## src/pdmac_pkg.sv

```systemverilog
// constants and types shared by the dma priority and interrupt control slice
package pdmac_pkg;

  localparam int unsigned PDMAC_NUM_CHAN = 5;
  localparam int unsigned PDMAC_NUM_TO   = 2;
  localparam int unsigned PDMAC_ADDR_W   = 12;
  localparam int unsigned PDMAC_DATA_W   = 32;

  localparam logic [11:0] PDMAC_OFF_PRIO_SET   = 12'h410;
  localparam logic [11:0] PDMAC_OFF_PRIO_CLR   = 12'h414;
  localparam logic [11:0] PDMAC_OFF_INTEN      = 12'h418;
  localparam logic [11:0] PDMAC_OFF_INTSTS     = 12'h41C;
  localparam logic [11:0] PDMAC_OFF_ABORT_STS  = 12'h420;
  localparam logic [11:0] PDMAC_OFF_DONE_STS   = 12'h424;
  localparam logic [11:0] PDMAC_OFF_EMPTY_STS  = 12'h428;
  localparam logic [11:0] PDMAC_OFF_EVT_STS    = 12'h430;
  localparam logic [11:0] PDMAC_OFF_EVT_MASK   = 12'h434;

  localparam int unsigned PDMAC_STS_ABORT_BIT  = 0;
  localparam int unsigned PDMAC_STS_DONE_BIT   = 1;
  localparam int unsigned PDMAC_STS_EMPTY_BIT  = 2;
  localparam int unsigned PDMAC_STS_TO_LSB     = 8;

  localparam int unsigned PDMAC_EVT_DONE       = 0;
  localparam int unsigned PDMAC_EVT_ABORT      = 1;
  localparam int unsigned PDMAC_EVT_EMPTY      = 2;
  localparam int unsigned PDMAC_EVT_TIMEOUT    = 3;
  localparam int unsigned PDMAC_EVT_W          = 4;

  localparam logic [4:0]  PDMAC_RST_CHAN       = 5'h00;
  localparam logic [1:0]  PDMAC_RST_TO         = 2'h0;
  localparam logic [3:0]  PDMAC_RST_EVT        = 4'h0;
  localparam logic [2:0]  PDMAC_RST_RR_PTR     = 3'h5;
  localparam logic [31:0] PDMAC_RST_WORD       = 32'h0000_0000;

  localparam logic [1:0]  PDMAC_RESP_OKAY      = 2'h0;
  localparam logic [1:0]  PDMAC_RESP_SLVERR    = 2'h2;

  typedef logic [PDMAC_NUM_CHAN-1:0] pdmac_chan_type;

endpackage

```

## src/pdmac_reg_if.sv

```systemverilog
// register access strobes between the bus slave and the register file
`timescale 1ns/100ps
interface pdmac_reg_if;
  import pdmac_pkg::*;

  logic                    wr_en;
  logic [PDMAC_ADDR_W-1:0] wr_addr;
  logic [PDMAC_DATA_W-1:0] wr_data;
  logic [3:0]              wr_strb;
  logic                    wr_err;
  logic                    rd_en;
  logic [PDMAC_ADDR_W-1:0] rd_addr;
  logic [PDMAC_DATA_W-1:0] rd_data;
  logic                    rd_err;

  modport bus (
    output wr_en,
    output wr_addr,
    output wr_data,
    output wr_strb,
    input  wr_err,
    output rd_en,
    output rd_addr,
    input  rd_data,
    input  rd_err
  );

  modport regs (
    input  wr_en,
    input  wr_addr,
    input  wr_data,
    input  wr_strb,
    output wr_err,
    input  rd_en,
    input  rd_addr,
    output rd_data,
    output rd_err
  );
endinterface
```

## src/pdmac_axil_slave.sv

```systemverilog
// axi4-lite slave turning bus transfers into single-cycle register strobes
`timescale 1ns/100ps
module pdmac_axil_slave
  import pdmac_pkg::*;
(
  input  wire logic                    aclk,
  input  wire logic                    aresetn,
  input  wire logic [PDMAC_ADDR_W-1:0] s_axi_awaddr,
  input  wire logic                    s_axi_awvalid,
  output logic                         s_axi_awready,
  input  wire logic [PDMAC_DATA_W-1:0] s_axi_wdata,
  input  wire logic [3:0]              s_axi_wstrb,
  input  wire logic                    s_axi_wvalid,
  output logic                         s_axi_wready,
  output logic [1:0]                   s_axi_bresp,
  output logic                         s_axi_bvalid,
  input  wire logic                    s_axi_bready,
  input  wire logic [PDMAC_ADDR_W-1:0] s_axi_araddr,
  input  wire logic                    s_axi_arvalid,
  output logic                         s_axi_arready,
  output logic [PDMAC_DATA_W-1:0]      s_axi_rdata,
  output logic [1:0]                   s_axi_rresp,
  output logic                         s_axi_rvalid,
  input  wire logic                    s_axi_rready,
  pdmac_reg_if.bus                     rif
);

  logic                    aw_held_q;
  logic                    w_held_q;
  logic                    ar_held_q;
  logic [PDMAC_ADDR_W-1:0] awaddr_q;
  logic [PDMAC_ADDR_W-1:0] araddr_q;
  logic [PDMAC_DATA_W-1:0] wdata_q;
  logic [3:0]              wstrb_q;

  // address and data may arrive in either order; each is held until both are in
  assign s_axi_awready = !aw_held_q && !s_axi_bvalid;
  assign s_axi_wready  = !w_held_q && !s_axi_bvalid;
  assign s_axi_arready = !ar_held_q && !s_axi_rvalid;

  assign rif.wr_en   = aw_held_q && w_held_q && !s_axi_bvalid;
  assign rif.wr_addr = awaddr_q;
  assign rif.wr_data = wdata_q;
  assign rif.wr_strb = wstrb_q;
  assign rif.rd_en   = ar_held_q && !s_axi_rvalid;
  assign rif.rd_addr = araddr_q;

  always_ff @(posedge aclk) begin
    if (!aresetn) begin
      aw_held_q <= 1'b0;
      awaddr_q  <= '0;
    end else if (s_axi_awvalid && s_axi_awready) begin
      aw_held_q <= 1'b1;
      awaddr_q  <= s_axi_awaddr;
    end else if (rif.wr_en) begin
      aw_held_q <= 1'b0;
    end
  end

  always_ff @(posedge aclk) begin
    if (!aresetn) begin
      w_held_q <= 1'b0;
      wdata_q  <= '0;
      wstrb_q  <= 4'h0;
    end else if (s_axi_wvalid && s_axi_wready) begin
      w_held_q <= 1'b1;
      wdata_q  <= s_axi_wdata;
      wstrb_q  <= s_axi_wstrb;
    end else if (rif.wr_en) begin
      w_held_q <= 1'b0;
    end
  end

  always_ff @(posedge aclk) begin
    if (!aresetn) begin
      s_axi_bvalid <= 1'b0;
      s_axi_bresp  <= PDMAC_RESP_OKAY;
    end else if (rif.wr_en) begin
      s_axi_bvalid <= 1'b1;
      s_axi_bresp  <= rif.wr_err ? PDMAC_RESP_SLVERR : PDMAC_RESP_OKAY;
    end else if (s_axi_bready) begin
      s_axi_bvalid <= 1'b0;
    end
  end

  always_ff @(posedge aclk) begin
    if (!aresetn) begin
      ar_held_q <= 1'b0;
      araddr_q  <= '0;
    end else if (s_axi_arvalid && s_axi_arready) begin
      ar_held_q <= 1'b1;
      araddr_q  <= s_axi_araddr;
    end else if (rif.rd_en) begin
      ar_held_q <= 1'b0;
    end
  end

  always_ff @(posedge aclk) begin
    if (!aresetn) begin
      s_axi_rvalid <= 1'b0;
      s_axi_rdata  <= PDMAC_RST_WORD;
      s_axi_rresp  <= PDMAC_RESP_OKAY;
    end else if (rif.rd_en) begin
      s_axi_rvalid <= 1'b1;
      s_axi_rdata  <= rif.rd_data;
      s_axi_rresp  <= rif.rd_err ? PDMAC_RESP_SLVERR : PDMAC_RESP_OKAY;
    end else if (s_axi_rready) begin
      s_axi_rvalid <= 1'b0;
    end
  end

endmodule

```

## src/pdmac_dma_irq_ctrl.sv

```systemverilog
// priority class, channel arbitration, flag and interrupt registers of the dma
// Summary of operation
// - writing one returns channel to round-robin
// - clear register write-only; read class elsewhere
// - per-channel enable gates channel flags into interrupt; events use own mask
// - channels 0,1 timeout flags, write-one clears
// - status bit 2 summarises table-empty flags
// - status bit 1 summarises done flags
// - status bit 0 summarises abort flags
// - status register at 0x41C resets zero
// - fixed beats round-robin; higher channel first
// - done flag per channel, write-one clears
// - abort flag per channel, write-one clears
//
// Design decision made here: the AXI4-Lite register port.
`timescale 1ns/100ps
module pdmac_dma_irq_ctrl
  import pdmac_pkg::*;
(
  input  wire logic                      aclk,
  input  wire logic                      aresetn,
  input  wire logic [PDMAC_ADDR_W-1:0]   s_axi_awaddr,
  input  wire logic                      s_axi_awvalid,
  output logic                           s_axi_awready,
  input  wire logic [PDMAC_DATA_W-1:0]   s_axi_wdata,
  input  wire logic [3:0]                s_axi_wstrb,
  input  wire logic                      s_axi_wvalid,
  output logic                           s_axi_wready,
  output logic [1:0]                     s_axi_bresp,
  output logic                           s_axi_bvalid,
  input  wire logic                      s_axi_bready,
  input  wire logic [PDMAC_ADDR_W-1:0]   s_axi_araddr,
  input  wire logic                      s_axi_arvalid,
  output logic                           s_axi_arready,
  output logic [PDMAC_DATA_W-1:0]        s_axi_rdata,
  output logic [1:0]                     s_axi_rresp,
  output logic                           s_axi_rvalid,
  input  wire logic                      s_axi_rready,
  input  wire logic [PDMAC_NUM_CHAN-1:0] chan_request,
  input  wire logic                      arb_advance,
  input  wire logic [PDMAC_NUM_CHAN-1:0] chan_done_pulse,
  input  wire logic [PDMAC_NUM_CHAN-1:0] chan_abort_pulse,
  input  wire logic [PDMAC_NUM_CHAN-1:0] table_empty_pulse,
  input  wire logic [PDMAC_NUM_TO-1:0]   req_timeout_pulse,
  output logic [PDMAC_NUM_CHAN-1:0]      chan_grant,
  output logic                           chan_grant_valid,
  output logic [PDMAC_NUM_CHAN-1:0]      fixed_prio_class,
  output logic                           dma_irq
);

  pdmac_reg_if rif ();

  pdmac_axil_slave u_slave (
    .aclk          (aclk),
    .aresetn       (aresetn),
    .s_axi_awaddr  (s_axi_awaddr),
    .s_axi_awvalid (s_axi_awvalid),
    .s_axi_awready (s_axi_awready),
    .s_axi_wdata   (s_axi_wdata),
    .s_axi_wstrb   (s_axi_wstrb),
    .s_axi_wvalid  (s_axi_wvalid),
    .s_axi_wready  (s_axi_wready),
    .s_axi_bresp   (s_axi_bresp),
    .s_axi_bvalid  (s_axi_bvalid),
    .s_axi_bready  (s_axi_bready),
    .s_axi_araddr  (s_axi_araddr),
    .s_axi_arvalid (s_axi_arvalid),
    .s_axi_arready (s_axi_arready),
    .s_axi_rdata   (s_axi_rdata),
    .s_axi_rresp   (s_axi_rresp),
    .s_axi_rvalid  (s_axi_rvalid),
    .s_axi_rready  (s_axi_rready),
    .rif           (rif.bus)
  );

  pdmac_chan_type               fixed_prio_set_bit_q;
  pdmac_chan_type               chan_irq_enable_q;
  pdmac_chan_type               abort_flag_q;
  pdmac_chan_type               done_flag_q;
  pdmac_chan_type               empty_flag_q;
  logic [PDMAC_NUM_TO-1:0]      request_timeout_flag_q;
  logic [PDMAC_EVT_W-1:0]       evt_sts_q;
  logic [PDMAC_EVT_W-1:0]       evt_mask_q;
  logic [PDMAC_EVT_W-1:0]       evt_set;
  logic                         irq_q;
  pdmac_chan_type               chan_pend;
  logic                         table_empty_summary;
  logic                         transfer_done_summary;
  logic                         target_abort_summary;
  logic [31:0]                  wmask;
  logic [31:0]                  wval;
  logic [9:0]                   wr_word;
  logic [9:0]                   rd_word;
  logic                         hit_prio_set;
  logic                         hit_prio_clr;
  logic                         hit_inten;
  logic                         hit_intsts;
  logic                         hit_abort;
  logic                         hit_done;
  logic                         hit_empty;
  logic                         hit_evt_mask;
  logic                         rd_evt_clear;
  logic [31:0]                  intsts_word;
  pdmac_chan_type               fixed_req;
  pdmac_chan_type               rr_req;
  pdmac_chan_type               rr_below;
  logic [2:0]                   rr_ptr_q;
  logic [2:0]                   win_idx;
  logic                         win_found;
  logic                         win_fixed;
  logic [2:0]                   grant_idx_q;
  logic                         grant_fixed_q;
  pdmac_chan_type               grant_d;

  // highest set bit wins; returns all zeros, valid bit clear, when nothing is set
  function automatic logic [3:0] pdmac_highest(input pdmac_chan_type v);
    logic [3:0] r;
    r = 4'h0;
    for (int i = 0; i < PDMAC_NUM_CHAN; i++) begin
      if (v[i]) begin
        r = {1'b1, 3'(i)};
      end
    end
    return r;
  endfunction

  // byte lanes: only lanes 0 and 1 hold implemented bits
  assign wmask   = {{8{rif.wr_strb[3]}}, {8{rif.wr_strb[2]}},
                    {8{rif.wr_strb[1]}}, {8{rif.wr_strb[0]}}};
  assign wval    = rif.wr_data & wmask;
  assign wr_word = rif.wr_addr[11:2];
  assign rd_word = rif.rd_addr[11:2];

  assign hit_prio_set = rif.wr_en && (wr_word == PDMAC_OFF_PRIO_SET[11:2]);
  assign hit_prio_clr = rif.wr_en && (wr_word == PDMAC_OFF_PRIO_CLR[11:2]);
  assign hit_inten    = rif.wr_en && (wr_word == PDMAC_OFF_INTEN[11:2]);
  assign hit_intsts   = rif.wr_en && (wr_word == PDMAC_OFF_INTSTS[11:2]);
  assign hit_abort    = rif.wr_en && (wr_word == PDMAC_OFF_ABORT_STS[11:2]);
  assign hit_done     = rif.wr_en && (wr_word == PDMAC_OFF_DONE_STS[11:2]);
  assign hit_empty    = rif.wr_en && (wr_word == PDMAC_OFF_EMPTY_STS[11:2]);
  assign hit_evt_mask = rif.wr_en && (wr_word == PDMAC_OFF_EVT_MASK[11:2]);
  assign rd_evt_clear = rif.rd_en && (rd_word == PDMAC_OFF_EVT_STS[11:2]);

  // the read-clear event register accepts writes but ignores them
  assign rif.wr_err = !(hit_prio_set || hit_prio_clr || hit_inten || hit_intsts ||
                        hit_abort || hit_done || hit_empty || hit_evt_mask ||
                        (wr_word == PDMAC_OFF_EVT_STS[11:2]));

  always_ff @(posedge aclk) begin
    if (!aresetn) begin
      fixed_prio_set_bit_q <= PDMAC_RST_CHAN;
    end else if (hit_prio_set) begin
      fixed_prio_set_bit_q <= fixed_prio_set_bit_q | wval[PDMAC_NUM_CHAN-1:0];
    end else if (hit_prio_clr) begin
      fixed_prio_set_bit_q <= fixed_prio_set_bit_q & ~wval[PDMAC_NUM_CHAN-1:0];
    end
  end

  always_ff @(posedge aclk) begin
    if (!aresetn) begin
      chan_irq_enable_q <= PDMAC_RST_CHAN;
    end else if (hit_inten) begin
      chan_irq_enable_q <= (chan_irq_enable_q & ~wmask[PDMAC_NUM_CHAN-1:0]) |
                           wval[PDMAC_NUM_CHAN-1:0];
    end
  end

  // flags: a hardware set in the same cycle as a write-one clear wins
  always_ff @(posedge aclk) begin
    if (!aresetn) begin
      request_timeout_flag_q <= PDMAC_RST_TO;
    end else begin
      request_timeout_flag_q <= (request_timeout_flag_q &
        ~(hit_intsts ? wval[PDMAC_STS_TO_LSB +: PDMAC_NUM_TO] : PDMAC_RST_TO)) |
        req_timeout_pulse;
    end
  end

  always_ff @(posedge aclk) begin
    if (!aresetn) begin
      abort_flag_q <= PDMAC_RST_CHAN;
    end else begin
      abort_flag_q <= (abort_flag_q &
        ~(hit_abort ? wval[PDMAC_NUM_CHAN-1:0] : PDMAC_RST_CHAN)) |
        chan_abort_pulse;
    end
  end

  always_ff @(posedge aclk) begin
    if (!aresetn) begin
      done_flag_q <= PDMAC_RST_CHAN;
    end else begin
      done_flag_q <= (done_flag_q &
        ~(hit_done ? wval[PDMAC_NUM_CHAN-1:0] : PDMAC_RST_CHAN)) |
        chan_done_pulse;
    end
  end

  always_ff @(posedge aclk) begin
    if (!aresetn) begin
      empty_flag_q <= PDMAC_RST_CHAN;
    end else begin
      empty_flag_q <= (empty_flag_q &
        ~(hit_empty ? wval[PDMAC_NUM_CHAN-1:0] : PDMAC_RST_CHAN)) |
        table_empty_pulse;
    end
  end

  assign table_empty_summary   = |empty_flag_q;
  assign transfer_done_summary = |done_flag_q;
  assign target_abort_summary  = |abort_flag_q;

  always_comb begin
    intsts_word = PDMAC_RST_WORD;
    intsts_word[PDMAC_STS_TO_LSB +: PDMAC_NUM_TO] = request_timeout_flag_q;
    intsts_word[PDMAC_STS_EMPTY_BIT] = table_empty_summary;
    intsts_word[PDMAC_STS_DONE_BIT]  = transfer_done_summary;
    intsts_word[PDMAC_STS_ABORT_BIT] = target_abort_summary;
  end

  // read-clear event capture; a new event in the clearing read's cycle survives
  assign evt_set[PDMAC_EVT_DONE]    = |chan_done_pulse;
  assign evt_set[PDMAC_EVT_ABORT]   = |chan_abort_pulse;
  assign evt_set[PDMAC_EVT_EMPTY]   = |table_empty_pulse;
  assign evt_set[PDMAC_EVT_TIMEOUT] = |req_timeout_pulse;

  always_ff @(posedge aclk) begin
    if (!aresetn) begin
      evt_sts_q <= PDMAC_RST_EVT;
    end else begin
      evt_sts_q <= (rd_evt_clear ? PDMAC_RST_EVT : evt_sts_q) | evt_set;
    end
  end

  always_ff @(posedge aclk) begin
    if (!aresetn) begin
      evt_mask_q <= PDMAC_RST_EVT;
    end else if (hit_evt_mask) begin
      evt_mask_q <= (evt_mask_q & ~wmask[PDMAC_EVT_W-1:0]) | wval[PDMAC_EVT_W-1:0];
    end
  end

  for (genvar n = 0; n < PDMAC_NUM_CHAN; n++) begin : g_pend
    if (n < PDMAC_NUM_TO) begin : g_to
      assign chan_pend[n] = chan_irq_enable_q[n] && (done_flag_q[n] || abort_flag_q[n] ||
                            empty_flag_q[n] || request_timeout_flag_q[n]);
    end else begin : g_noto
      assign chan_pend[n] = chan_irq_enable_q[n] && (done_flag_q[n] || abort_flag_q[n] ||
                            empty_flag_q[n]);
    end
    assign rr_below[n] = (3'(n) < rr_ptr_q);
  end

  // registered so the line is glitch free; it lags its cause by one cycle
  always_ff @(posedge aclk) begin
    if (!aresetn) begin
      irq_q <= 1'b0;
    end else begin
      irq_q <= (|chan_pend) || (|(evt_sts_q & evt_mask_q));
    end
  end

  assign dma_irq          = irq_q;
  assign fixed_prio_class = fixed_prio_set_bit_q;

  always_comb begin
    rif.rd_data = PDMAC_RST_WORD;
    rif.rd_err  = 1'b0;
    unique case (rd_word)
      PDMAC_OFF_PRIO_SET[11:2]:  rif.rd_data[PDMAC_NUM_CHAN-1:0] = fixed_prio_set_bit_q;
      PDMAC_OFF_PRIO_CLR[11:2]:  rif.rd_data = PDMAC_RST_WORD;
      PDMAC_OFF_INTEN[11:2]:     rif.rd_data[PDMAC_NUM_CHAN-1:0] = chan_irq_enable_q;
      PDMAC_OFF_INTSTS[11:2]:    rif.rd_data = intsts_word;
      PDMAC_OFF_ABORT_STS[11:2]: rif.rd_data[PDMAC_NUM_CHAN-1:0] = abort_flag_q;
      PDMAC_OFF_DONE_STS[11:2]:  rif.rd_data[PDMAC_NUM_CHAN-1:0] = done_flag_q;
      PDMAC_OFF_EMPTY_STS[11:2]: rif.rd_data[PDMAC_NUM_CHAN-1:0] = empty_flag_q;
      PDMAC_OFF_EVT_STS[11:2]:   rif.rd_data[PDMAC_EVT_W-1:0] = evt_sts_q;
      PDMAC_OFF_EVT_MASK[11:2]:  rif.rd_data[PDMAC_EVT_W-1:0] = evt_mask_q;
      default:                   rif.rd_err = 1'b1;
    endcase
  end

  // arbitration: fixed class first, then round-robin searching downward
  assign fixed_req = chan_request & fixed_prio_set_bit_q;
  assign rr_req    = chan_request & ~fixed_prio_set_bit_q;

  always_comb begin
    logic [3:0] hf;
    logic [3:0] hb;
    logic [3:0] ha;
    hf = pdmac_highest(fixed_req);
    hb = pdmac_highest(rr_req & rr_below);
    ha = pdmac_highest(rr_req);
    win_fixed = hf[3];
    if (hf[3]) begin
      win_found = 1'b1;
      win_idx   = hf[2:0];
    end else if (hb[3]) begin
      win_found = 1'b1;
      win_idx   = hb[2:0];
    end else begin
      win_found = ha[3];
      win_idx   = ha[2:0];
    end
    grant_d = PDMAC_RST_CHAN;
    if (win_found) begin
      grant_d[win_idx] = 1'b1;
    end
  end

  always_ff @(posedge aclk) begin
    if (!aresetn) begin
      chan_grant       <= PDMAC_RST_CHAN;
      chan_grant_valid <= 1'b0;
      grant_idx_q      <= 3'h0;
      grant_fixed_q    <= 1'b0;
    end else begin
      chan_grant       <= grant_d;
      chan_grant_valid <= win_found;
      grant_idx_q      <= win_idx;
      grant_fixed_q    <= win_fixed;
    end
  end

  // pointer moves only when a round-robin grant is consumed
  always_ff @(posedge aclk) begin
    if (!aresetn) begin
      rr_ptr_q <= PDMAC_RST_RR_PTR;
    end else if (arb_advance && chan_grant_valid && !grant_fixed_q) begin
      rr_ptr_q <= grant_idx_q;
    end
  end

endmodule

```

## config.mk

```make
export PLATFORM = sky130hd
export DESIGN_NAME = pdmac_dma_irq_ctrl
export DESIGN_NICKNAME = d
export VERILOG_FILES = /design/src/pdmac_pkg.sv /design/src/pdmac_reg_if.sv /design/src/pdmac_axil_slave.sv /design/src/pdmac_dma_irq_ctrl.sv
export SDC_FILE = /design/constraint.sdc
export NUM_CORES = 1
export LEC_CHECK = 0
export ABC_AREA = 1
export BUFFER_PORTS_ARGS = -buffer_cell sky130_fd_sc_hd__buf_2
export CAP_MARGIN = 40
export CORE_UTILIZATION = 46
export DETAILED_ROUTE_END_ITERATION = 12
export GPL_TIMING_DRIVEN = 1
export PLACE_DENSITY = 0.76
export SYNTH_ARGS = -nofsm -noshare
export SYNTH_HDL_FRONTEND = slang
export SYNTH_SLANG_ARGS = --single-unit
```

## constraint.sdc

```tcl
create_clock -name aclk -period 1.3 [get_ports aclk]
set_input_delay 0.26 -clock aclk [delete_from_list [all_inputs] [get_ports aclk]]
set_output_delay 0.26 -clock aclk [all_outputs]
set_load 0.1 [all_outputs]
```

==> out/results.ini <==
[route]
ant_nets = 0
vias = 4936
drc = 0
first_pass_iters = 5
drt_iter0_drc = 372
wl_um = 13800
post_drt_wl_per_cell_um = 14.7
vias_per_cell = 5.26

[layout]
finalNonFillerCells = 938
multi_input_area_um2 = 2740
fillers = 718
final_area_um2 = 6680
drive_above_1_share_pct = 41.9
regArea_um2 = 1900
final_nets = 894
insertedDiodeCount = 0
syn_to_final_growth_pct = 47.9

[logic_synthesis]
synthCells = 656
yosys-top-cells-count = 115 x nand2_1, 111 x nor2_1, 92 x dfxtp_1, 75 x inv_1, 60 x o21ai_0
synth_top_cell_by_area = dfxtp_1
synth_flop_cell = dfxtp_1
ys_warn_count = 0
yosysMostFrequentCell = nand2_1
synth_edf_count = 0
synth_cell_types = 31
yosysSeqAreaShare_pct = 40.8
synth_area_um2 = 4520
ys_ff_latch = 92
synth.top_cell.area_share_pct = 40.8
synthArstFlopShare_pct = 0
synth_area_leaders = dfxtp_1 41%, nand2_1 9.6%, nor2_1 9.2%
syn_area_per_cell_um2 = 6.89

[cts]
clk_pin_slew_ns = 0.10
htree_num_levels = 3
numCtsBuffers = 9
cts_tree = built
cts-root-buf = clkbuf_8
cts_sinks = 92
cts.path.max_buffers = 2
insertion_delay_ns = 0.37

[pwr]
power.density_nw_per_um2 = 1110
ir_drop_mv = 0.820
power_leakage_uw = 0.00303

[floorplanning]
die_w_um = 101
die_h_um = 101
core-area_um2 = 9370
rows = 35
io_pins = 143
die_area_um2 = 10200
initial_core_util_pct = 48.2

[critical_path]
cp.depth = 10
worstSetupPathType = flop to flop
cp_slowest_stage_delay_ns = 0.34
reg2reg_slack_ns = -0.18
worstPathMaxFanout = 5
endpoint = u_slave.s_axi_rdata[0]$_SDFFE_PN0P_
critical-path-top-delay-family = simple AND/OR/NAND/NOR gates
crit_chain = nor2_4 > nand2_4 > buf_6 > nor2_4 > nand3_2 > nand2_1 > nor2_1 > nand2_1 > nand2_1 > a21oi_2
crit_top_cell = nand2_1
path_buf_inv = 1
worstSetupStartpoint = u_slave.rif.rd_addr[9]$_SDFFE_PN0P_
worst_setup_path_start_kind = flop
slowest_stage = dfxtp_2
r2r-start = u_slave.rif.rd_addr[9]$_SDFFE_PN0P_
ff2ff_path_depth = 10
required_ns = 1.61
arrival_ns = 1.79
end_kind = flop
r2r_end = u_slave.s_axi_rdata[0]$_SDFFE_PN0P_

[place]
placed_area_um2 = 5800
dp_cells = 900
place_ws_ns = -0.165
gp_congestion = 0.916
portBuffers = 84
dpl.hpwl_um = 9610

[timing]
rsz0062_at_grt = true
fin_crit_sh_pct = 114
setup_viol = 51
max_slew_margin_pct = 65.9
fin_setup_tns_ns = -4.81
drv_slew = 0
tightest_slew_ns = 0.506
whs_ns = 0.0508
fin_ws_ns = -0.177
hold_violations = 0
period_minus_slack_ns = 1.48
clock_skew_ns = 0.00923
max_freq_mhz = 677

[grt]
first_global_vias = 4532
grt_usage_pct = 27.2
grt_pass1_wl_um = 21600
grt_overflow = 0
grt_max_degree = 50
antenna_found_initial = 1

[hold_path]
min_path_type = input port to flop

[status]
outcome = finished, violations left
violations = setup timing

[job]
maxCapViolations = 0

worst min-delay path by stage:
stage | endpoint | startpoint | cells past startpoint | slack, ns
finish | u_slave.s_axi_rvalid$_SDFFE_PN0P_ | s_axi_rready | 2 | 0.05
floorplan | u_slave.s_axi_rvalid$_SDFFE_PN0P_ | s_axi_rready | 1 | 0.35
CTS | u_slave.s_axi_rvalid$_SDFFE_PN0P_ | s_axi_rready | 2 | 0.05
global placement | rr_ptr_q[1]$_SDFFE_PN0P_ | grant_idx_q[1]$_SDFF_PN0_ | 2 | 0.42
detailed placement | rr_ptr_q[1]$_SDFFE_PN0P_ | grant_idx_q[1]$_SDFF_PN0_ | 2 | 0.43
global route | u_slave.s_axi_rvalid$_SDFFE_PN0P_ | s_axi_rready | 2 | 0.05
worst register-to-register path: cells and delay by family, from the launching register on:
family                 cells  cell delay (ns)
AND/OR/NAND/NOR            8             0.82
flip-flops                 1             0.34
buffers and inverters      1             0.14
AO/OA/AOI/OAI              1             0.12
metal layers:
layer,wire [um],up-vias,track usage [%]
li1,-,2394,-
met1,5870,2288,34.3
met2,6670,214,45.1
met3,915,38,5.41
met4,352,2,11.6
met5,13,-,0
final cells by class:
class | instances | share of cell area (%)
clock buffer | 11 | 2.29
clock inverter | 5 | 0.955
inverter | 79 | 4.53
multi-input combinational | 470 | 41.1
sequential | 92 | 28.4
tap | 129 | 2.42
timing repair buffer | 151 | 20.3
timing repair inverter | 1 | 0.0749
placed cells by master, fill, tap and decap left out, types with 27 or more instances in the layout:
cell type   n
a21oi_1    37
dfxtp_1    64
buf_2      58
nor2_2     27
nand2_1    88
nor2_1     74
inv_1      63
conb_1     27
nand3_1    37
buf_4      52
through the flow:
stage | power (uW) | utilization (%)
6_report | 7430 | 71.3
5_1_grt | 7720 | 71.3
4_1_cts | 7270 | 68.5
3_5_place_dp | 5010 | 61.8
3_3_place_gp | 4970 | 61.8
2_1_floorplan | 4520 | -
power breakdown:
part | switching, uW | total (uW) | internal, uW
logic | 1420 | 2090 | 671
registers | 199 | 3200 | 3010
clock network | 1110 | 2140 | 1030
what timing repair did:
item	4_1_cts	5_1_grt
gates cloned	2	1
setup buffers	16	8
gates resized for setup	86	66
endpoints found under the setup margin	64	71
hold buffers	0	0
pin swaps	41	43
cell families after synthesis:
logic type	Yosys count	synth area share, %
other	1	0.0830
AND/OR/NAND/NOR	310	30.6
flip-flops	92	40.8
buffers and inverters	122	12.8
AO/OA/AOI/OAI	131	15.8
(Power assumes the default switching activity.)
